--- config.mk ---
export PLATFORM = sky130hd
export DESIGN_NAME = flc_host
export DESIGN_NICKNAME = d
export VERILOG_FILES = /design/src/flc_pkg.sv /design/src/flc_host.sv /design/src/flc_sync.sv
export SDC_FILE = /design/constraint.sdc
export NUM_CORES = 1
export LEC_CHECK = 0
export ABC_AREA = 1
export BUFFER_PORTS_ARGS = -buffer_cell sky130_fd_sc_hd__buf_2
export CORE_MARGIN = 2
export CORE_UTILIZATION = 45
export CTS_CLUSTER_DIAMETER = 30
export DETAILED_ROUTE_END_ITERATION = 7
export PLACE_DENSITY = 0.74
export REMOVE_ABC_BUFFERS = 1
export SYNTH_ARGS = -nofsm -noshare
export SYNTH_HDL_FRONTEND = slang
export SYNTH_SLANG_ARGS = --single-unit
export TNS_END_PERCENT = 5
--- constraint.sdc ---
create_clock -name clk -period 1.57 [get_ports clk]
set_input_delay 0.314 -clock clk [delete_from_list [all_inputs] [get_ports clk]]
set_output_delay 0.314 -clock clk [all_outputs]
set_load 0.02 [all_outputs]
--- src/flc_pkg.sv ---
// Package: command codes, operations, pin widths and timing counts of the flash host controller.
package flc_pkg;

  // Pin widths of the parallel flash bus.
  localparam int ADDR_W = 21;
  localparam int DATA_W = 16;
  localparam int CODE_W = 8;

  // Command codes written on the data lines.
  localparam logic [7:0] CMD_READ_ARRAY = 8'hFF;
  localparam logic [7:0] CMD_READ_ID = 8'h90;
  localparam logic [7:0] CMD_READ_STATUS = 8'h70;
  localparam logic [7:0] CMD_CLEAR_STATUS = 8'h50;
  localparam logic [7:0] CMD_BLOCK_ERASE = 8'h20;
  localparam logic [7:0] CMD_CHIP_ERASE = 8'h30;
  localparam logic [7:0] CMD_CONFIRM = 8'hD0;
  localparam logic [7:0] CMD_WRITE = 8'h40;
  localparam logic [7:0] CMD_WRITE_ALT = 8'h10;
  localparam logic [7:0] CMD_SUSPEND = 8'hB0;
  localparam logic [7:0] CMD_LOCK_SETUP = 8'h60;
  localparam logic [7:0] CMD_LOCK_BLOCK = 8'h01;
  localparam logic [7:0] CMD_LOCK_PERM = 8'hF1;
  localparam logic [7:0] CMD_OTP_PROGRAM = 8'hC0;

  // Timing figures in ns; the clock period is 10 ns.
  localparam int CLK_NS = 10;
  localparam int T_PD_LOW_NS = 100;
  localparam int T_WAKE_NS = 150;
  localparam int T_WE_LOW_NS = 50;
  localparam int T_WE_HIGH_NS = 30;
  localparam int T_READ_ACC_NS = 100;
  localparam int T_OE_HIGH_NS = 30;

  // Least times round up to whole cycles; two extra cycles cover the input synchroniser.
  localparam int SYNC_CYC = 2;
  localparam logic [7:0] PD_LOW_CYC = 8'((T_PD_LOW_NS + CLK_NS - 1) / CLK_NS);
  localparam logic [7:0] WAKE_CYC = 8'((T_WAKE_NS + CLK_NS - 1) / CLK_NS);
  localparam logic [7:0] WE_LOW_CYC = 8'((T_WE_LOW_NS + CLK_NS - 1) / CLK_NS);
  localparam logic [7:0] WE_HIGH_CYC = 8'((T_WE_HIGH_NS + CLK_NS - 1) / CLK_NS);
  localparam logic [7:0] READ_CYC = 8'((T_READ_ACC_NS + CLK_NS - 1) / CLK_NS + SYNC_CYC);
  localparam logic [7:0] OE_HIGH_CYC = 8'((T_OE_HIGH_NS + CLK_NS - 1) / CLK_NS);

  // Operations that the user side may request.
  typedef enum logic [3:0] {
    OP_READ = 4'h0,
    OP_READ_ARRAY = 4'h1,
    OP_READ_ID = 4'h2,
    OP_READ_STATUS = 4'h3,
    OP_CLEAR_STATUS = 4'h4,
    OP_BLOCK_ERASE = 4'h5,
    OP_CHIP_ERASE = 4'h6,
    OP_WORD_WRITE = 4'h7,
    OP_SUSPEND = 4'h8,
    OP_RESUME = 4'h9,
    OP_SET_BLOCK_LOCK = 4'hA,
    OP_CLEAR_LOCKS = 4'hB,
    OP_SET_PERM_LOCK = 4'hC,
    OP_OTP_PROGRAM = 4'hD,
    OP_RESET = 4'hE
  } flc_op_e;

  // What read cycles return, as tracked by the host.
  typedef enum logic [1:0] {
    MODE_ARRAY = 2'h0,
    MODE_ID = 2'h1,
    MODE_STATUS = 2'h2
  } flc_mode_e;

  // Sequencer states.
  typedef enum logic [2:0] {
    S_RESET = 3'h0,
    S_WAKE = 3'h1,
    S_IDLE = 3'h2,
    S_WR_LOW = 3'h3,
    S_WR_HIGH = 3'h4,
    S_RD_LOW = 3'h5,
    S_RD_HIGH = 3'h6
  } flc_state_e;

endpackage

--- src/flc_host.sv ---
// Host controller that drives an asynchronous parallel NOR flash through its pins.
// Contract
// Device reads array after reset or after an FFH write.
// A read mode stays in force until another command is written.
// Read array is ignored while an operation runs unsuspended.
// After 90H, reads at identifier addresses return codes and lock states.
// After 70H reads return status; 50H clears error bits.
// Block erase is 20H then D0H at an address inside the block.
// Chip erase is 30H then D0H at any address.
// Word/byte write is 40H or 10H, then address and data.
// Second write is captured on first rising edge of write or select.
// OTP program is C0H, then address in that block and data.
// Suspend is one write; resume is one D0H write.
// Lock setup 60H, then 01H block lock, D0H clear all, F1H permanent.
// With permanent lock set, block lock set and clear are refused.
// The permanent lock bit can never be cleared.
// Write-protect low locks boot blocks regardless of lock bits.
// Parameter and main blocks follow only their lock bits.
// Ready/busy drives low while an algorithm runs.
// Ready/busy floats when idle, suspended or in reset.
// Output enable and write enable are never low together.
// At program supply lockout, reads work but memory is unchanged.
// Only defined command codes are ever written.
// After an accepted erase or write sequence, reads return status.
// Status is captured on the read strobe; a high pulse precedes the next.
// Select low, output enable low, write enable high is a read.
// Reset-powerdown low floats outputs and ignores other controls.
// Select low, write enable low, output enable high is a write.
`timescale 1ns/1ps
module flc_host (
  // Clock and reset.
  input wire logic clk,
  input wire logic rst_n,
  // User command port.
  input wire logic cmd_valid,
  input wire logic [3:0] cmd_op,
  input wire logic [flc_pkg::ADDR_W-1:0] cmd_addr,
  input wire logic [flc_pkg::DATA_W-1:0] cmd_data,
  output logic cmd_ready,
  output logic cmd_refused,
  // User read answer and tracked device state.
  output logic rsp_valid,
  output logic [flc_pkg::DATA_W-1:0] rsp_data,
  output logic [1:0] read_mode,
  output logic flash_busy,
  output logic suspended,
  output logic perm_locked,
  // Boot-block write-protect level requested by software.
  input wire logic wp_level,
  // Flash pins.
  output logic flash_ce_n,
  output logic flash_oe_n,
  output logic flash_we_n,
  output logic flash_reset_powerdown_n,
  output logic flash_wp_n,
  output logic [flc_pkg::ADDR_W-1:0] flash_addr,
  output logic [flc_pkg::DATA_W-1:0] flash_dq_o,
  output logic flash_dq_oe,
  input wire logic [flc_pkg::DATA_W-1:0] flash_dq_i,
  input wire logic flash_ready_busy_n
);

  flc_pkg::flc_state_e state_r, state_nxt;
  flc_pkg::flc_mode_e mode_r, mode_nxt;
  logic [7:0] timer_r, timer_nxt;
  logic second_r, second_nxt;
  logic [flc_pkg::DATA_W-1:0] second_data_r, second_data_nxt;
  logic suspended_r, suspended_nxt;
  logic perm_locked_r, perm_locked_nxt;
  logic ce_n_r, ce_n_nxt;
  logic oe_n_r, oe_n_nxt;
  logic we_n_r, we_n_nxt;
  logic pd_n_r, pd_n_nxt;
  logic wp_n_r, wp_n_nxt;
  logic [flc_pkg::ADDR_W-1:0] addr_r, addr_nxt;
  logic [flc_pkg::DATA_W-1:0] dq_r, dq_nxt;
  logic dq_oe_r, dq_oe_nxt;
  logic rsp_valid_r, rsp_valid_nxt;
  logic [flc_pkg::DATA_W-1:0] rsp_data_r, rsp_data_nxt;
  logic refused_r, refused_nxt;
  logic [flc_pkg::DATA_W:0] pins_sync;
  logic busy_s;
  logic take;
  logic refuse;
  logic two_cycle;
  logic [7:0] code1;
  logic [flc_pkg::DATA_W-1:0] data2;

  // Ready/busy and data lines come from the flash clock-free domain.
  flc_sync u_sync (
    .clk(clk),
    .rst_n(rst_n),
    .pin_in({flash_ready_busy_n, flash_dq_i}),
    .pin_sync(pins_sync)
  );

  // An open-drain busy line reads low only while an algorithm runs, high when floated.
  assign busy_s = ~pins_sync[flc_pkg::DATA_W];

  // Command codes per operation: only defined codes can reach the data lines.
  always_comb
  begin
    code1 = flc_pkg::CMD_READ_ARRAY;
    data2 = cmd_data;
    two_cycle = 1'b0;
    case (cmd_op)
      flc_pkg::OP_READ_ARRAY: code1 = flc_pkg::CMD_READ_ARRAY;
      flc_pkg::OP_READ_ID: code1 = flc_pkg::CMD_READ_ID;
      flc_pkg::OP_READ_STATUS: code1 = flc_pkg::CMD_READ_STATUS;
      flc_pkg::OP_CLEAR_STATUS: code1 = flc_pkg::CMD_CLEAR_STATUS;
      flc_pkg::OP_BLOCK_ERASE:
      begin
        code1 = flc_pkg::CMD_BLOCK_ERASE;
        data2 = {8'h00, flc_pkg::CMD_CONFIRM};
        two_cycle = 1'b1;
      end
      flc_pkg::OP_CHIP_ERASE:
      begin
        code1 = flc_pkg::CMD_CHIP_ERASE;
        data2 = {8'h00, flc_pkg::CMD_CONFIRM};
        two_cycle = 1'b1;
      end
      flc_pkg::OP_WORD_WRITE:
      begin
        code1 = flc_pkg::CMD_WRITE;
        two_cycle = 1'b1;
      end
      flc_pkg::OP_SUSPEND: code1 = flc_pkg::CMD_SUSPEND;
      flc_pkg::OP_RESUME: code1 = flc_pkg::CMD_CONFIRM;
      flc_pkg::OP_SET_BLOCK_LOCK:
      begin
        code1 = flc_pkg::CMD_LOCK_SETUP;
        data2 = {8'h00, flc_pkg::CMD_LOCK_BLOCK};
        two_cycle = 1'b1;
      end
      flc_pkg::OP_CLEAR_LOCKS:
      begin
        code1 = flc_pkg::CMD_LOCK_SETUP;
        data2 = {8'h00, flc_pkg::CMD_CONFIRM};
        two_cycle = 1'b1;
      end
      flc_pkg::OP_SET_PERM_LOCK:
      begin
        code1 = flc_pkg::CMD_LOCK_SETUP;
        data2 = {8'h00, flc_pkg::CMD_LOCK_PERM};
        two_cycle = 1'b1;
      end
      flc_pkg::OP_OTP_PROGRAM:
      begin
        code1 = flc_pkg::CMD_OTP_PROGRAM;
        two_cycle = 1'b1;
      end
      default: code1 = flc_pkg::CMD_READ_ARRAY;
    endcase
  end

  // Refuse what the device would ignore, and codes outside the defined set.
  always_comb
  begin
    refuse = 1'b0;
    if (cmd_op == flc_pkg::OP_READ_ARRAY && busy_s && !suspended_r)
      refuse = 1'b1;
    if ((cmd_op == flc_pkg::OP_SET_BLOCK_LOCK || cmd_op == flc_pkg::OP_CLEAR_LOCKS)
        && perm_locked_r)
      refuse = 1'b1;
    if (cmd_op == 4'hF)
      refuse = 1'b1;
  end

  assign cmd_ready = (state_r == flc_pkg::S_IDLE);
  assign take = cmd_valid && cmd_ready;

  // Bus sequencer: write and read strobes are separate states, so both are never low.
  always_comb
  begin
    state_nxt = state_r;
    mode_nxt = mode_r;
    timer_nxt = (timer_r != 8'h00) ? timer_r - 8'h01 : 8'h00;
    second_nxt = second_r;
    second_data_nxt = second_data_r;
    suspended_nxt = suspended_r;
    perm_locked_nxt = perm_locked_r;
    ce_n_nxt = ce_n_r;
    oe_n_nxt = oe_n_r;
    we_n_nxt = we_n_r;
    pd_n_nxt = pd_n_r;
    wp_n_nxt = wp_level;
    addr_nxt = addr_r;
    dq_nxt = dq_r;
    dq_oe_nxt = dq_oe_r;
    rsp_valid_nxt = 1'b0;
    rsp_data_nxt = rsp_data_r;
    refused_nxt = 1'b0;
    case (state_r)
      flc_pkg::S_RESET:
      begin
        pd_n_nxt = 1'b0;
        ce_n_nxt = 1'b1;
        oe_n_nxt = 1'b1;
        we_n_nxt = 1'b1;
        dq_oe_nxt = 1'b0;
        suspended_nxt = 1'b0;
        mode_nxt = flc_pkg::MODE_ARRAY;
        if (timer_r == 8'h00)
        begin
          pd_n_nxt = 1'b1;
          timer_nxt = flc_pkg::WAKE_CYC;
          state_nxt = flc_pkg::S_WAKE;
        end
      end
      flc_pkg::S_WAKE:
        if (timer_r == 8'h00)
          state_nxt = flc_pkg::S_IDLE;
      flc_pkg::S_IDLE:
        if (take && refuse)
          refused_nxt = 1'b1;
        else if (take && cmd_op == flc_pkg::OP_RESET)
        begin
          pd_n_nxt = 1'b0;
          timer_nxt = flc_pkg::PD_LOW_CYC;
          state_nxt = flc_pkg::S_RESET;
        end
        else if (take && cmd_op == flc_pkg::OP_READ)
        begin
          ce_n_nxt = 1'b0;
          oe_n_nxt = 1'b0;
          addr_nxt = cmd_addr;
          timer_nxt = flc_pkg::READ_CYC;
          state_nxt = flc_pkg::S_RD_LOW;
        end
        else if (take)
        begin
          ce_n_nxt = 1'b0;
          we_n_nxt = 1'b0;
          addr_nxt = cmd_addr;
          dq_nxt = {8'h00, code1};
          dq_oe_nxt = 1'b1;
          second_nxt = two_cycle;
          second_data_nxt = data2;
          timer_nxt = flc_pkg::WE_LOW_CYC;
          state_nxt = flc_pkg::S_WR_LOW;
          // Track what later reads return; clear status keeps the mode.
          case (cmd_op)
            flc_pkg::OP_READ_ARRAY: mode_nxt = flc_pkg::MODE_ARRAY;
            flc_pkg::OP_READ_ID: mode_nxt = flc_pkg::MODE_ID;
            flc_pkg::OP_CLEAR_STATUS: mode_nxt = mode_r;
            default: mode_nxt = flc_pkg::MODE_STATUS;
          endcase
          if (cmd_op == flc_pkg::OP_SUSPEND)
            suspended_nxt = 1'b1;
          if (cmd_op == flc_pkg::OP_RESUME)
            suspended_nxt = 1'b0;
          if (cmd_op == flc_pkg::OP_SET_PERM_LOCK)
            perm_locked_nxt = 1'b1;
        end
      flc_pkg::S_WR_LOW:
        if (timer_r == 8'h00)
        begin
          // Both strobes rise together; data and address hold through the high time.
          we_n_nxt = 1'b1;
          ce_n_nxt = 1'b1;
          timer_nxt = flc_pkg::WE_HIGH_CYC;
          state_nxt = flc_pkg::S_WR_HIGH;
        end
      flc_pkg::S_WR_HIGH:
        if (timer_r == 8'h00)
        begin
          if (second_r)
          begin
            second_nxt = 1'b0;
            ce_n_nxt = 1'b0;
            we_n_nxt = 1'b0;
            dq_nxt = second_data_r;
            timer_nxt = flc_pkg::WE_LOW_CYC;
            state_nxt = flc_pkg::S_WR_LOW;
          end
          else
          begin
            dq_oe_nxt = 1'b0;
            state_nxt = flc_pkg::S_IDLE;
          end
        end
      flc_pkg::S_RD_LOW:
        if (timer_r == 8'h00)
        begin
          rsp_data_nxt = pins_sync[flc_pkg::DATA_W-1:0];
          rsp_valid_nxt = 1'b1;
          ce_n_nxt = 1'b1;
          oe_n_nxt = 1'b1;
          timer_nxt = flc_pkg::OE_HIGH_CYC;
          state_nxt = flc_pkg::S_RD_HIGH;
        end
      flc_pkg::S_RD_HIGH:
        if (timer_r == 8'h00)
          state_nxt = flc_pkg::S_IDLE;
      default: state_nxt = flc_pkg::S_IDLE;
    endcase
  end

  // Reset holds the flash in its own reset for the least low time.
  always_ff @(posedge clk or negedge rst_n)
  begin
    if (!rst_n)
    begin
      state_r <= flc_pkg::S_RESET;
      mode_r <= flc_pkg::MODE_ARRAY;
      timer_r <= flc_pkg::PD_LOW_CYC;
      second_r <= 1'b0;
      second_data_r <= 16'h0000;
      suspended_r <= 1'b0;
      perm_locked_r <= 1'b0;
      ce_n_r <= 1'b1;
      oe_n_r <= 1'b1;
      we_n_r <= 1'b1;
      pd_n_r <= 1'b0;
      wp_n_r <= 1'b0;
      addr_r <= 21'h00_0000;
      dq_r <= 16'h0000;
      dq_oe_r <= 1'b0;
      rsp_valid_r <= 1'b0;
      rsp_data_r <= 16'h0000;
      refused_r <= 1'b0;
    end
    else
    begin
      state_r <= state_nxt;
      mode_r <= mode_nxt;
      timer_r <= timer_nxt;
      second_r <= second_nxt;
      second_data_r <= second_data_nxt;
      suspended_r <= suspended_nxt;
      perm_locked_r <= perm_locked_nxt;
      ce_n_r <= ce_n_nxt;
      oe_n_r <= oe_n_nxt;
      we_n_r <= we_n_nxt;
      pd_n_r <= pd_n_nxt;
      wp_n_r <= wp_n_nxt;
      addr_r <= addr_nxt;
      dq_r <= dq_nxt;
      dq_oe_r <= dq_oe_nxt;
      rsp_valid_r <= rsp_valid_nxt;
      rsp_data_r <= rsp_data_nxt;
      refused_r <= refused_nxt;
    end
  end

  // All pin and answer outputs come straight from flops.
  assign flash_ce_n = ce_n_r;
  assign flash_oe_n = oe_n_r;
  assign flash_we_n = we_n_r;
  assign flash_reset_powerdown_n = pd_n_r;
  assign flash_wp_n = wp_n_r;
  assign flash_addr = addr_r;
  assign flash_dq_o = dq_r;
  assign flash_dq_oe = dq_oe_r;
  assign rsp_valid = rsp_valid_r;
  assign rsp_data = rsp_data_r;
  assign cmd_refused = refused_r;
  assign read_mode = mode_r;
  assign flash_busy = busy_s;
  assign suspended = suspended_r;
  assign perm_locked = perm_locked_r;

endmodule // flc_host

--- src/flc_sync.sv ---
// Two-stage synchroniser for the pins that the flash drives back to the host.
`timescale 1ns/1ps
module flc_sync (
  // Clock and reset.
  input wire logic clk,
  input wire logic rst_n,
  // Asynchronous pin levels and their synchronised copies.
  input wire logic [flc_pkg::DATA_W:0] pin_in,
  output logic [flc_pkg::DATA_W:0] pin_sync
);

  logic [flc_pkg::DATA_W:0] stage1_r;
  logic [flc_pkg::DATA_W:0] stage2_r;

  // The first stage feeds only the second, so metastability cannot reach logic.
  always_ff @(posedge clk or negedge rst_n)
  begin
    if (!rst_n)
    begin
      stage1_r <= '1;
      stage2_r <= '1;
    end
    else
    begin
      stage1_r <= pin_in;
      stage2_r <= stage1_r;
    end
  end

  assign pin_sync = stage2_r;

endmodule // flc_sync
### Yosys cells after proc, flatten, opt, wreduce, memory -nomap -nowiden

Cells that the tools add are included.

| storage, ports and cells | value |
|---|---|
| register bits after elaboration | 127 |
| bits in latches | 0 |
| RAM bits | 0 |
| memory bits (read-only) | 0 |
| memories kept | 0 |

| cells by class | value |
|---|---|
| add/sub/neg operators | 1 |
| multipliers | 0 |
| div/mod/pow operators | 0 |
| order comparisons | 0 |
| eq/ne operators | 39 |
| shifts and indexed selects | 0 |
| multiplexer cells | 85 |
| bitwise logic cells | 4 |
| reduce and logical (&&, ||, !) cells | 39 |

Operators with widths:

| cell | number |
|---|---|
| two-way mux 16 bit | 6 |
| one-hot mux 8 bit (10 select lines) | 1 |
| two-way mux 8 bit | 9 |
| one-hot mux 16 bit (3 select lines) | 1 |
| two-way mux 21 bit | 2 |
| two-way mux 1 bit | 41 |
| equality test 4 bit, second input constant | 8 |
| one-hot mux 16 bit (2 select lines) | 1 |
| one-hot mux 8 bit (4 select lines) | 1 |
| AND reduction 7 bit | 4 |
| two-way mux 3 bit | 9 |
| AND reduction 6 bit | 4 |
| != test 2 bit, second input constant | 10 |
| one-hot mux 3 bit (6 select lines) | 1 |
| equality test 4 x 3 -> 1 bit, second input constant | 4 |
| != test 2 x 1 -> 1 bit, second input constant | 5 |
| AND reduction 5 bit | 2 |
| equality test 3 bit, second input constant | 3 |
| equality test 4 x 2 -> 1 bit, second input constant | 2 |
| zero test 8 bit | 1 |
| two-way mux 2 bit | 4 |
| one-hot mux 1 bit (4 select lines) | 2 |
| AND reduction 8 bit | 1 |
| nonzero test 4 bit | 2 |
| 25 further kinds | 44 |

### Depth between registers and ports, before layout

| logic depth | value |
|---|---|
| word-level depth | 9 |
| depth in mapped cells | 12 |

### Cells and area by module

From an unflattened synthesis, not the netlist that was laid out.

| second synthesis, totals | value |
|---|---|
| cells, all modules | 604 |
| area total of the unflattened synthesis | 5434.0 um^2 |

By module, submodules not included:

| module | times used | cells an instance | area an instance (um^2) | seq. area each (um^2) |
|---|---|---|---|---|
| flc_host | 1 | 570 | 4540.6 | 2333.5 |
| flc_sync | 1 | 34 | 893.4 | 893.4 |

### Least setup slack after synthesis

OpenSTA, ideal clock, no wires.

| path | value |
|---|---|
| path kind | register to register |
| start point | register state_r[2] |
| end point | register state_r[0] |
| library setup time | 0.130 ns |
| data arrival time | 1.539 ns |
| required time | 1.440 ns |
| setup slack | -0.098 ns |
| cell stages (with the launch flop) | 10 |
| buffers on the path | 1 |
| clock period less this slack | 1.668 ns |
| cells stage by stage | dfrtp_1 buf_4 inv_1 nand2_1 nor2_1 a21oi_1 nand2_1 nand3_1 nand2_1 o21ai_0 |

| between the ends | value |
|---|---|
| word-level cells in the longest chain between the ends | 7 |

RTL lines:

| what | RTL line | text |
|---|---|---|
| start, declared | flc_host.sv:63 | `flc_pkg::flc_state_e state_r, state_nxt;` |
| start signal, assigned | flc_host.sv:305 | `state_r <= flc_pkg::S_RESET;` |
| start signal, assigned | flc_host.sv:326 | `state_r <= state_nxt;` |
| equality test 3 x 2 -> 1 bit * | flc_host.sv:170 | `assign cmd_ready = (state_r == flc_pkg::S_IDLE);` |
| named net cmd_ready | flc_host.sv:39 | `output logic cmd_ready,` |
| logical AND 1 bit | flc_host.sv:171 | `assign take = cmd_valid && cmd_ready;` |
| logical AND 1 bit | flc_host.sv:223 | `else if (take && cmd_op == flc_pkg::OP_READ)` |
| two-way mux 3 bit | flc_host.sv:223 |  |
| two-way mux 3 bit | flc_host.sv:217 | `else if (take && cmd_op == flc_pkg::OP_RESET)` |
| two-way mux 3 bit | flc_host.sv:215 | `if (take && refuse)` |
| one-hot mux 3 bit (6 select lines) | flc_host.sv:194 | `case (state_r)` |

Mark *: on every way through the listed nets, which the timed path passes. The rest lies on a longest branch. The select of a mux whose other input is x is not followed.
A chain may end at the register's enable or synchronous reset.

### Worst setup path after layout

| path | value |
|---|---|
| start point | register state_r[0] |
| end point | register dq_r, in the netlist flash_dq_o[14] |

| between the ends | value |
|---|---|
| word-level cells in the longest chain between the ends | 5 |

RTL lines:

| what | RTL line | text |
|---|---|---|
| equality test 3 x 2 -> 1 bit | flc_host.sv:170, flc_host.sv:194 |  |
| logical AND 1 bit | flc_host.sv:171 |  |
| logical AND 1 bit, on equally long branches | flc_host.sv:223, flc_host.sv:215, flc_host.sv:217 |  |
| != test 2 bit (no line) | n/a |  |
| AND reduction 7 bit (no line) | n/a |  |
| end signal, assigned | flc_host.sv:339 | `dq_r <= dq_nxt;` |
| end, declared | flc_host.sv:76 | `logic [flc_pkg::DATA_W-1:0] dq_r, dq_nxt;` |

Parallel ways exist; a longest one is shown, timed or not.

==> reports/results.txt <==
DP Cell Count = 972
Register area share after synthesis = 57.70%
Commonest non-fill, non-tap cell in the layout = nand2_1
Fin crit share = 107.6%
Port Buf Inserts = 128
Vias in the first global route = 4,876
CTS max path bufs = 2
Distinct cell type count after synthesis = 40
Max Fclk = 592.2 MHz
DP HPWL = 9496 um
Nets@finish = 921
Startpoint Class = flop
Diodes inserted = 0
RSZ-0062 raised after global routing = yes
Worst-Margin Slew = 341.4 ps
Post-route cell area = 0.007899 mm2
Remaining Overflow, GRT = 0
Die area = 0.01334 mm2
Yosys reg bits = 127
Initial DRC count = 283
Core area = 0.01206 mm2
CP Data Arrival Time = 2030 ps
Syn Inst Count = 639
Post-synthesis adder-cell area fraction = 0.4474%
Drt via density = 4.736
Die width = 115.5 um
Max Slew Vio Count = 0
Compound-cell area share of the yosys netlist = 4.027%
Clk Latency, worst-skew pair = 400 ps
Initial Util = 46.37%
Yosys Warn Count = 0
Root buffer cell = clkbuf_16
Mux contribution to synthesized area = 0%
Detailed Route WL = 14,070 um
Core Util, Final = 65.49%
H-tree depth = 4
Top cell family by delay on the critical path = simple AND/OR/NAND/NOR gates
Worst path bufs/invs = 3
Largest net degree at the start of global routing = 47
Synth Area in Simple Gates = 31.68%
CTS tree = built
Post-route ant nets = 0
Final setup fails = 46
Status = finished, violations left
WS Path Type = reg -> reg
Layout cells sized above 1 = 38.97%
Gr usage total = 22.11%
Cell Count, Final, Fillers Out = 1,038
Io pins = 129
Required @ worst endpoint = 1910 ps
Die height = 115.5 um
RD Place Congestion = 0.9661
Skew final = 9.113 ps
Critical-path top delay cell = dfrtp_1
Sink Count = 127
Initial antenna violation count = 0
Wire per inst = 13.56 um
First-pass GRT wire length = 23,050 um
CTS Buf Count = 17
Final setup margin = -118.5 ps
Kind of end point of the critical path = flop
Syn_area_per_cell = 8.753 um2
Placed cell area = 0.006799 mm2
XOR/XNOR share of the synthesized area = 0.7830%
Slowest stage delay, CP = 410 ps
Hold violation count in the final report = 0
Vias = 4,916
Worst Hold Class = in -> reg
Pre-CTS WS = -114.4 ps
Max FO, Critical Path = 8
DR pass1 iterations = 4
Max Cap Violations = 0
Most frequent cells in the layout = nand2_1, buf_2, dfrtp_1, buf_4, dfstp_2
Total Neg Setup Slack = -2749 ps
Static leakage power = 4.273 nW
Pwr dens = 1817 mW/mm2
Maximum VDD drop = 0.9656 mV
Largest family of logic cells by synthesized area = simple AND/OR/NAND/NOR gates
Crit-path cells = buf_6 > nor2_4 > buf_6 > nand2_4 > nand2_4 > nand2_4 > nor2_4 > inv_4 > nor2_4 > nand2_1 > nand2_1
CTS clock-pin slew for the worst setup and hold paths = 50 ps
Synth-to-layout area growth = 41.23%
Min Tclk post-route = 1689 ps
Failing checks = negative setup slack
Rows = 40
Max-slew headroom = 77.00%
Synth Cell Area = 0.005593 mm2
Remaining DRCs = 0
[cells in the mapped netlist]
library cell / number / area, um2
xnor2_1: 1 / 8.760
a31oi_1: 1 / 6.260
nand3_1: 30 / 150.1
nand2_1: 287 / 1077
nand2_2: 6 / 37.54
inv_1: 41 / 153.9
nand3b_1: 1 / 7.510
clkbuf_1: 2 / 7.510
nand2_4: 4 / 45.04
or2_2: 1 / 6.260
inv_4: 2 / 12.51
buf_2: 5 / 25.02
and3_1: 1 / 6.260
o21ai_0: 15 / 75.07
nor2_2: 4 / 25.02
nor3_1: 3 / 15.01
nor2_4: 7 / 78.83
o21bai_1: 1 / 7.510
dfstp_2: 39 / 1025
o21ai_1: 1 / 5.000
ha_1: 2 / 25.02
nand3_4: 3 / 52.55
a21boi_0: 1 / 7.510
nand4_1: 7 / 43.79
xor2_1: 4 / 35.03
dfrtp_1: 88 / 2202
o21ai_2: 3 / 26.28
nand3_2: 2 / 20.02
a21oi_1: 12 / 60.06
o211ai_1: 1 / 7.510
buf_6: 3 / 33.78
a21oi_4: 1 / 16.27
nand4_4: 1 / 21.27
o31ai_1: 1 / 7.510
o22ai_1: 1 / 6.260
nor2_8: 1 / 20.02
nor2_1: 44 / 165.2
inv_2: 5 / 18.77
buf_4: 6 / 45.04
buf_1: 1 / 3.750
[final cells by class]
class                           count  area, um2
Clock buffer                       23      478.0
Clock inverter                      9      86.33
Fill cell                         984       4163
Inverter                           48      197.7
Multi-Input combinational cell    448       2236
Sequential cell                   127       3227
Tap cell                          168      210.2
Timing Repair Buffer              215       1464
[path summary, 6_finish.rpt]
kind / from / to / slack [ps] / depth (start not counted)
worst max register to register: state_r[0] / flash_dq_o[14] / -120 / 11
worst min register to register: u_sync.stage1_r[7] / u_sync.pin_sync[7] / 350 / 0
worst min-delay path: flash_dq_i[11] / u_sync.stage1_r[11] / 20 / 1
min in group asynchronous: rst_n / flash_addr[17] / 350 / 2
worst max-delay path: state_r[0] / flash_dq_o[14] / -120 / 11
max in group asynchronous: rst_n / flash_oe_n / 580 / 3
[power breakdown]
group | leakage [nW] | internal [W] | total (W) | switching [W]
Sequential | 1.56 | 0.00423 | 0.00475 | 0.000520
Combinational | 2.44 | 0.00239 | 0.00596 | 0.00358
Clock | 0.273 | 0.00230 | 0.00365 | 0.00135
Total | 4.27 | 0.00892 | 0.0144 | 0.00544
[timing repair]
action,4_1_cts,5_1_grt
pin swaps,30,19
hold buffers,10,5
cloned,2,0
resized for setup,29,38
endpoints found under the setup margin,64,88
setup buffers,18,0
hold endpoints to repair,29,5
[routing by layer]
| metal | vias up | share of wire, % | GRT usage (%) |
|---|---|---|---|
| met1 | 2298 | 44 | 29.15 |
| met4 | 0 | 1.9 | 6.988 |
| met5 | - | 0 | 0 |
| met2 | 175 | 48 | 36.14 |
| met3 | 24 | 6.1 | 5.544 |
| li1 | 2419 | - | - |
[registers in the layout, indices dropped and copies added (netlist names), 2 cells and up]
name	cells
flash_addr	21
u_sync.pin_sync	17
u_sync.stage1_r	17
flash_dq_o	16
rsp_data	16
second_data_r	16
timer_r	8
state_r	3
read_mode	2
[metrics by stage]
step                      power [W]  hold slack, ps
after floorplan            0.007877           18.41
after global placement     0.009719           231.7
after detailed placement   0.009802           234.5
after CTS                   0.01412          0.5349
after global routing        0.01533         0.04857
final                       0.01436           17.31
[logic make-up (layout without fill, tap and decap cells)]
logic type	after synthesis	count (layout)
xor gates and xnor gates	5	5
adders and majority gates	2	2
buffers and inverters	65	295
AOI/OAI and AO/OA	38	38
and+or+nand+nor	402	403
DFF	127	127
No activity file was read; power rests on OpenSTA's default activity.
